File: src/verilog/spc_pkg.sv
// Constants, register map and state types of the presettable counter pair.
// Assumes one 100 MHz clock pclk and an APB master on the controller side.
// Functional notes
// - Low clear forces count outputs low asynchronously
// - Low load copies presets on next edge
// - Parallel and trickle enables are ANDed internally
// - Decade preset 10-15 rejoins sequence, never above nine
// - Cascade: parallel enables from first stage flag
// - Cascade: second stage trickle enable held high
// - Enables fall only while clock is high
// - Load enable rises only while clock is high
// - Decade wraps nine to zero, binary fifteen
// - Flag high: trickle high and maximum state
// - Precedence: clear, load, count, hold
// - Count outputs change only on rising clock edge, except low clear; flag also follows trickle
package spc_pkg;
	localparam int unsigned SPC_CNT_W = 4;
	localparam logic [SPC_CNT_W-1:0] SPC_MAX_DECADE = 4'h9;
	localparam logic [SPC_CNT_W-1:0] SPC_MAX_BINARY = 4'hf;
	localparam logic [SPC_CNT_W-1:0] SPC_CNT_RESET = 4'h0;
	// Illegal decade states drop by this amount, landing on 2..7
	localparam logic [SPC_CNT_W-1:0] SPC_ILLEGAL_DROP = 4'h8;
	localparam logic [31:0] SPC_ADDR_CTRL = 32'h0000_0000;
	localparam logic [31:0] SPC_ADDR_LOAD = 32'h0000_0004;
	localparam logic [31:0] SPC_ADDR_STATUS = 32'h0000_0008;
	localparam logic [31:0] SPC_ADDR_DIV = 32'h0000_000c;
	localparam int unsigned SPC_CTRL_PAR_BIT = 0;
	localparam int unsigned SPC_CTRL_TRK_BIT = 1;
	localparam int unsigned SPC_CTRL_CLR_BIT = 2;
	localparam int unsigned SPC_STAT_TC_BIT = 4;
	localparam logic [2:0] SPC_CTRL_RESET = 3'h4;
	localparam logic [15:0] SPC_DIV_RESET = 16'h0000;
	localparam logic [SPC_CNT_W-1:0] SPC_PRESET_RESET = 4'h0;
	typedef struct packed {
		logic [SPC_CNT_W-1:0] count;
	} spc_dev_state_t;
	typedef struct packed {
		logic [2:0] ctrl;
		logic [15:0] div;
		logic [15:0] div_cnt;
		logic [SPC_CNT_W-1:0] preset;
		logic load_n;
		logic tick;
		logic [31:0] prdata;
		logic pslverr;
	} spc_ctl_state_t;
endpackage

File: src/verilog/spc_if.sv
// Link between the counter stage and its controlling logic.
// Assumes both ends run on the same pclk; the bench instantiates it.
`timescale 1ns/1ps
interface spc_if;
	logic async_clear_n;
	logic load_enable_n;
	logic count_enable_parallel;
	logic count_enable_trickle;
	logic [spc_pkg::SPC_CNT_W-1:0] preset_inputs;
	logic [spc_pkg::SPC_CNT_W-1:0] count_outputs;
	logic terminal_count_flag;
	modport dev (
		input async_clear_n,
		input load_enable_n,
		input count_enable_parallel,
		input count_enable_trickle,
		input preset_inputs,
		output count_outputs,
		output terminal_count_flag
	);
	modport ctl (
		output async_clear_n,
		output load_enable_n,
		output count_enable_parallel,
		output count_enable_trickle,
		output preset_inputs,
		input count_outputs,
		input terminal_count_flag
	);
endinterface // spc_if

File: src/verilog/spc_ctrl.sv
// Controller driving one counter stage, with an APB register slave.
// Assumes an APB master on pclk; the counter sits on the ctl modport.
`timescale 1ns/1ps
module spc_ctrl (
	input wire logic pclk,
	input wire logic presetn,
	input wire logic psel,
	input wire logic penable,
	input wire logic pwrite,
	input wire logic [31:0] paddr,
	input wire logic [31:0] pwdata,
	output logic [31:0] prdata,
	output logic pready,
	output logic pslverr,
	spc_if.ctl lnk
);
	spc_pkg::spc_ctl_state_t s_q;
	spc_pkg::spc_ctl_state_t s_d;
	logic setup;
	logic wr;
	logic hit;
	function automatic logic addr_ok(input logic [31:0] a);
		addr_ok = (a == spc_pkg::SPC_ADDR_CTRL) || (a == spc_pkg::SPC_ADDR_LOAD) ||
			(a == spc_pkg::SPC_ADDR_STATUS) || (a == spc_pkg::SPC_ADDR_DIV);
	endfunction
	assign setup = psel & ~penable;
	assign hit = addr_ok(paddr);
	assign wr = psel & penable & pwrite & hit;
	always_comb
	begin
		s_d = s_q;
		// Load pulse lasts one cycle; it rises right after an edge
		s_d.load_n = 1'b1;
		// Prescaler: one-cycle enable pulse every div+1 cycles
		if (s_q.div_cnt >= s_q.div)
		begin
			s_d.div_cnt = 16'h0000;
			s_d.tick = 1'b1;
		end
		else
		begin
			s_d.div_cnt = s_q.div_cnt + 16'h0001;
			s_d.tick = 1'b0;
		end
		if (setup)
		begin
			// Read data and error are captured in setup for the zero-wait access
			s_d.pslverr = ~hit;
			s_d.prdata = 32'h0000_0000;
			if (paddr == spc_pkg::SPC_ADDR_CTRL)
			begin
				s_d.prdata[2:0] = s_q.ctrl;
			end
			else if (paddr == spc_pkg::SPC_ADDR_LOAD)
			begin
				s_d.prdata[spc_pkg::SPC_CNT_W-1:0] = s_q.preset;
			end
			else if (paddr == spc_pkg::SPC_ADDR_STATUS)
			begin
				s_d.prdata[spc_pkg::SPC_CNT_W-1:0] = lnk.count_outputs;
				s_d.prdata[spc_pkg::SPC_STAT_TC_BIT] = lnk.terminal_count_flag;
			end
			else if (paddr == spc_pkg::SPC_ADDR_DIV)
			begin
				s_d.prdata[15:0] = s_q.div;
			end
		end
		if (wr)
		begin
			if (paddr == spc_pkg::SPC_ADDR_CTRL)
			begin
				s_d.ctrl = pwdata[2:0];
			end
			else if (paddr == spc_pkg::SPC_ADDR_LOAD)
			begin
				s_d.preset = pwdata[spc_pkg::SPC_CNT_W-1:0];
				s_d.load_n = 1'b0;
			end
			else if (paddr == spc_pkg::SPC_ADDR_DIV)
			begin
				s_d.div = pwdata[15:0];
				s_d.div_cnt = 16'h0000;
			end
		end
	end
	always_ff @(posedge pclk or negedge presetn)
	begin
		if (!presetn)
		begin
			s_q.ctrl <= spc_pkg::SPC_CTRL_RESET;
			s_q.div <= spc_pkg::SPC_DIV_RESET;
			s_q.div_cnt <= 16'h0000;
			s_q.preset <= spc_pkg::SPC_PRESET_RESET;
			s_q.load_n <= 1'b1;
			s_q.tick <= 1'b0;
			s_q.prdata <= 32'h0000_0000;
			s_q.pslverr <= 1'b0;
		end
		else
		begin
			s_q <= s_d;
		end
	end
	assign pready = 1'b1;
	assign prdata = s_q.prdata;
	assign pslverr = psel & penable & s_q.pslverr;
	assign lnk.async_clear_n = ~s_q.ctrl[spc_pkg::SPC_CTRL_CLR_BIT];
	assign lnk.load_enable_n = s_q.load_n;
	// All enables are flop outputs, so they change just after the rising edge
	assign lnk.count_enable_parallel = s_q.ctrl[spc_pkg::SPC_CTRL_PAR_BIT] & s_q.tick;
	// A single stage has no upstream flag, so trickle is a held level
	assign lnk.count_enable_trickle = s_q.ctrl[spc_pkg::SPC_CTRL_TRK_BIT];
	assign lnk.preset_inputs = s_q.preset;
endmodule // spc_ctrl

File: src/flat_wrapper.sv
// flat-port wrapper written by rule: the top's interface ports become plain ports
module spc_ctrl_flat 
  (pclk, presetn, psel, penable, pwrite, paddr, pwdata, prdata, pready, pslverr, lnk_async_clear_n, lnk_load_enable_n, lnk_count_enable_parallel, lnk_count_enable_trickle, lnk_preset_inputs, lnk_count_outputs, lnk_terminal_count_flag);
  spc_if lnk_i ();
  input wire logic pclk;
  input wire logic presetn;
  input wire logic psel;
  input wire logic penable;
  input wire logic pwrite;
  input wire logic [31:0] paddr;
  input wire logic [31:0] pwdata;
  output logic [31:0] prdata;
  output logic pready;
  output logic pslverr;
  output wire logic [$bits(lnk_i.async_clear_n)-1:0] lnk_async_clear_n;
  output wire logic [$bits(lnk_i.load_enable_n)-1:0] lnk_load_enable_n;
  output wire logic [$bits(lnk_i.count_enable_parallel)-1:0] lnk_count_enable_parallel;
  output wire logic [$bits(lnk_i.count_enable_trickle)-1:0] lnk_count_enable_trickle;
  output wire logic [$bits(lnk_i.preset_inputs)-1:0] lnk_preset_inputs;
  input wire logic [$bits(lnk_i.count_outputs)-1:0] lnk_count_outputs;
  input wire logic [$bits(lnk_i.terminal_count_flag)-1:0] lnk_terminal_count_flag;
  assign lnk_async_clear_n = lnk_i.async_clear_n;
  assign lnk_load_enable_n = lnk_i.load_enable_n;
  assign lnk_count_enable_parallel = lnk_i.count_enable_parallel;
  assign lnk_count_enable_trickle = lnk_i.count_enable_trickle;
  assign lnk_preset_inputs = lnk_i.preset_inputs;
  assign lnk_i.count_outputs = lnk_count_outputs;
  assign lnk_i.terminal_count_flag = lnk_terminal_count_flag;
  spc_ctrl u_core (.pclk(pclk), .presetn(presetn), .psel(psel), .penable(penable), .pwrite(pwrite), .paddr(paddr), .pwdata(pwdata), .prdata(prdata), .pready(pready), .pslverr(pslverr), .lnk(lnk_i));
endmodule
File: config.mk
export PLATFORM = sky130hd
export DESIGN_NAME = spc_ctrl_flat
export DESIGN_NICKNAME = d
export VERILOG_FILES = /design/src/verilog/spc_pkg.sv /design/src/verilog/spc_if.sv /design/src/verilog/spc_ctrl.sv /design/src/flat_wrapper.sv
export SDC_FILE = /design/constraint.sdc
export NUM_CORES = 1
export LEC_CHECK = 0
export ABC_AREA = 1
export BUFFER_PORTS_ARGS = -buffer_cell sky130_fd_sc_hd__buf_4
export CORE_MARGIN = 5
export CORE_UTILIZATION = 45
export DETAILED_ROUTE_END_ITERATION = 6
export PLACE_DENSITY = 0.74
export SLEW_MARGIN = 0
export SYNTH_ARGS = -nofsm -noshare
export SYNTH_HDL_FRONTEND = slang
export SYNTH_SLANG_ARGS = --single-unit
File: constraint.sdc
create_clock -name pclk -period 2.2 [get_ports pclk]
set_input_delay 0.11 -clock pclk [delete_from_list [all_inputs] [get_ports pclk]]
set_output_delay 0.11 -clock pclk [all_outputs]
set_load 0.005 [all_outputs]
==> flow_metrics.env <==
export IMPL_fin_crit_sh_pct=79.7
export IMPL_finalWirelength_mm=7.78
export IMPL_cp_top_family="simple AND/OR/NAND/NOR gates"
export IMPL_max_slew_margin_pct=52.3
export IMPL_wl_per_cell_um=12.9
export IMPL_grt_max_degree=59
export IMPL_root_buffer="clkbuf_8"
export IMPL_hold_path_class="in -> reg"
export IMPL_crit_type="reg -> reg"
export IMPL_htreeDepth=3
export IMPL_syn_avg_cell_area_sq_um=8.57
export IMPL_synth_compound_area_share_pct=11.5
export IMPL_die_height_um=100
export IMPL_nFillCells=750
export IMPL_synthesis_instances=428
export IMPL_synthMostInstantiatedCell="nand2_1"
export IMPL_grtUsageTotal_pct=16.2
export IMPL_grt_pass1_wl_mm=13.0
export IMPL_areaGrowthSynthToFinish_pct=19.8
export IMPL_drive_above_1_share_pct=32.4
export IMPL_drcViolationCount=0
export IMPL_max_freq_ghz=0.571
export IMPL_critPathSlowestCell="dfrtp_1"
export IMPL_seqPwrFrac_pct=46.3
export IMPL_period_minus_slack_ns=1.75
export IMPL_dieArea_sq_um=10100
export IMPL_antenna_found_initial=0
export IMPL_cp_num_buf_inv=3
export IMPL_synth_xor_area_share_pct=0.478
export IMPL_synth_fa_ha_area_share_pct=5.80
export IMPL_drt_pass1_iter_count=4
export IMPL_initial_utilization_pct=45.3
export IMPL_cts_tree="built"
export IMPL_synth_top_family_by_area="simple AND/OR/NAND/NOR gates"
export IMPL_p_clk_share_pct=47.0
export IMPL_power_internal_w=0.00183
export IMPL_setup_viol=0
export IMPL_end_kind="register"
export IMPL_io_pins=116
export IMPL_final_setup_tns_ns=0
export IMPL_synth_warnings=0
export IMPL_power_frac_comb_pct=6.7
export IMPL_outcome="completed"
export IMPL_final_nets=586
export IMPL_switchingPower_w=0.000487
export IMPL_ant_nets=0
export IMPL_synth_area_sq_um=3670
export IMPL_path_clk_slew_ns=0.06
export IMPL_numClockSinks=58
export IMPL_rsz0062_at_grt="false"
export IMPL_regToRegSetupSlack_ns=0.45
export IMPL_power_share_switching_pct=21.1
export IMPL_ir_drop_uv=223
export IMPL_worstPathRequired_ns=2.42
export IMPL_finalPower_w=0.00231
export IMPL_synth_mux_area_share_pct=0
export IMPL_num_antenna_cells=0
export IMPL_powerDensity_nw_per_um2=527
export IMPL_power_leakage_nw=2.34
export IMPL_grt_pass1_vias=2884
export IMPL_clk_latency_ns=0.33
export IMPL_die_w_um=100
export IMPL_worstMarginPinSlew_ns=0.715
export IMPL_ys_seq_area_share_pct=39.6
export IMPL_synth_area_top_cells="dfrtp_1, buf_4, nand2_1"
export IMPL_synth_top_cell_area_share_pct=38.2
export IMPL_slowest_delay_ns=0.32
export IMPL_async_reset_ff_share_pct=100
export IMPL_synth_flop_cell="dfrtp_1"
export IMPL_finalClockSkew_ns=0.00436
export IMPL_avgViaCountPerCell=4.82
export IMPL_synth_edf_count=0
export IMPL_cts_buffers=9
export IMPL_rows=33
export IMPL_arrival_ns=1.97
export IMPL_dpl_hpwl_mm=5.97
export IMPL_yosys_area_share_simple_pct=28.5
export IMPL_overflow=0
export IMPL_num_vias=2917
export IMPL_ys_seq_elements=58
export IMPL_start_kind="register"
export IMPL_io_buffers=82
export IMPL_synth_area_leader_cell="dfrtp_1"
export IMPL_cts_path_max_buffers=2
export IMPL_core_area_sq_um=8090
export IMPL_cp_max_fo=17
export IMPL_max_cap_violations=0
export IMPL_place_gp_congestion=0.836
export IMPL_synthTopCellsByCount="nand2_1, nor2_1, dfrtp_1"
export IMPL_path_cells="inv_1 -> ha_1 -> nand2_1 -> inv_1 -> nand3_1 -> nor3_1 -> o21ai_0 -> nand3_1 -> buf_4 -> nor2_1"
export IMPL_hold_violations=0
export IMPL_slew_viol_final=0
export IMPL_synth_cell_type_count=37
export IMPL_drt_iter0_drc=102
[sequential cells by signal, summed over array words and instances, names as in the netlist]
register / count
u_core.lnk.load_enable_n: 1
u_core.lnk.preset_inputs: 4
u_core.prdata: 16
u_core.lnk.count_enable_trickle: 1
u_core.s_q: 36
[layout by cell type (no fill, tap or decap), types with 2 or more instances in the layout]
cell type	netlist	routed
nand2_4	2	2
and3_1	2	2
ha_1	17	17
nand2_1	78	78
xor2_1	2	2
o21bai_1	4	4
nand3_2	4	4
conb_1	2	17
nor2_1	57	57
dlygate4sd3_1	0	2
nand4_1	11	11
nand3_1	28	28
buf_4	40	87
a21oi_1	10	10
nor2_8	2	2
inv_1	34	34
o31ai_2	10	10
inv_2	4	4
nor2_2	7	7
nand2_2	4	4
nand3_4	2	2
a21oi_2	16	16
nand3b_1	3	3
dfrtp_1	56	56
o21ai_0	11	11
nor3_1	2	2
clkbuf_8	0	14
nor2_4	3	3
dfstp_2	2	2
[cell families after synthesis]
family,Yosys count
compound gates,54
simple gates,208
buf+inv,87
xor+xnor,2
fa+ha+maj,17
other cells,2
flops,58
[final timing paths]
kind | startpoint | endpoint | cells after the start
setup / recovery | u_core.s_q[70]$_DFFE_PN0P_ | u_core.s_q[51]$_DFF_PN0_ | 10
hold / removal | pwdata[9] | u_core.s_q[64]$_DFFE_PN0P_ | 3
setup reg to reg | u_core.s_q[70]$_DFFE_PN0P_ | u_core.s_q[51]$_DFF_PN0_ | 10
hold reg to reg | u_core.s_q[73]$_DFFE_PN1P_ | u_core.s_q[73]$_DFFE_PN1P_ | 2
max in group asynchronous | presetn | u_core.s_q[55]$_DFFE_PN0P_ | 2
min in group asynchronous | presetn | u_core.prdata[10]$_DFFE_PN0P_ | 2
[metal layers]
metal | up-vias | part of all wire, % | track usage (%)
met4 | 0 | 2.1 | 6.84
met1 | 1369 | 43 | 20.8
met2 | 62 | 51 | 26.6
met3 | 13 | 4.3 | 3.06
li1 | 1473 | - | -
met5 | - | 0 | 0
[what timing repair did]
| item | in CTS | in global routing |
|---|---|---|
| resized for setup | 0 | 0 |
| buffers inserted | 0 | 0 |
| setup endpoints to repair | 0 | 0 |
| hold endpoints to repair | 57 | 0 |
| hold buffers | 2 | 0 |
[cell type report]
cell class | count | area, sq um | share of cell area [%]
multi-input combinational | 298 | 1760 | 40.1
inverter | 39 | 148 | 3.36
sequential | 58 | 1450 | 33.1
clock inverter | 1 | 30.0 | 0.684
clock buffer | 15 | 196 | 4.47
tap | 105 | 131 | 2.99
timing repair buffer | 89 | 673 | 15.3
[worst reg2reg max path: stages (launching register included)]
cell,delay (ns)
dfrtp_1,0.32
inv_1,0.08
ha_1,0.31
nand2_1,0.07
inv_1,0.05
nand3_1,0.08
nor3_1,0.22
o21ai_0,0.13
nand3_1,0.09
buf_4,0.22
nor2_1,0.08
[power groups by stage]
stage	clock network (W)	registers (W)	logic [W]
4_1_cts	0.00111	0.00107	0.000158
3_5_place_dp	0	0.00109	0.000154
2_1_floorplan	0	0.00109	0.0000621
6_report	0.00109	0.00107	0.000156
3_3_place_gp	0	0.00109	0.000151
5_1_grt	0.00115	0.00107	0.000174
[stage by stage]
stage | setup WS (ns) | std cells | hold WS, ns | instance area, sq um | util (%)
after floorplan | 0.572 | 443 | -0.186 | 3720 | -
after global placement | 0.500 | 587 | 0.213 | 4150 | 51.2
after detailed placement | 0.446 | 587 | 0.217 | 4150 | 51.2
after CTS | 0.439 | 605 | 0.00197 | 4390 | 54.3
after global routing | 0.276 | 605 | 0.00440 | 4390 | 54.3
final | 0.448 | 605 | 0.0120 | 4390 | 54.3
No activity file was read; power rests on OpenSTA's default activity.
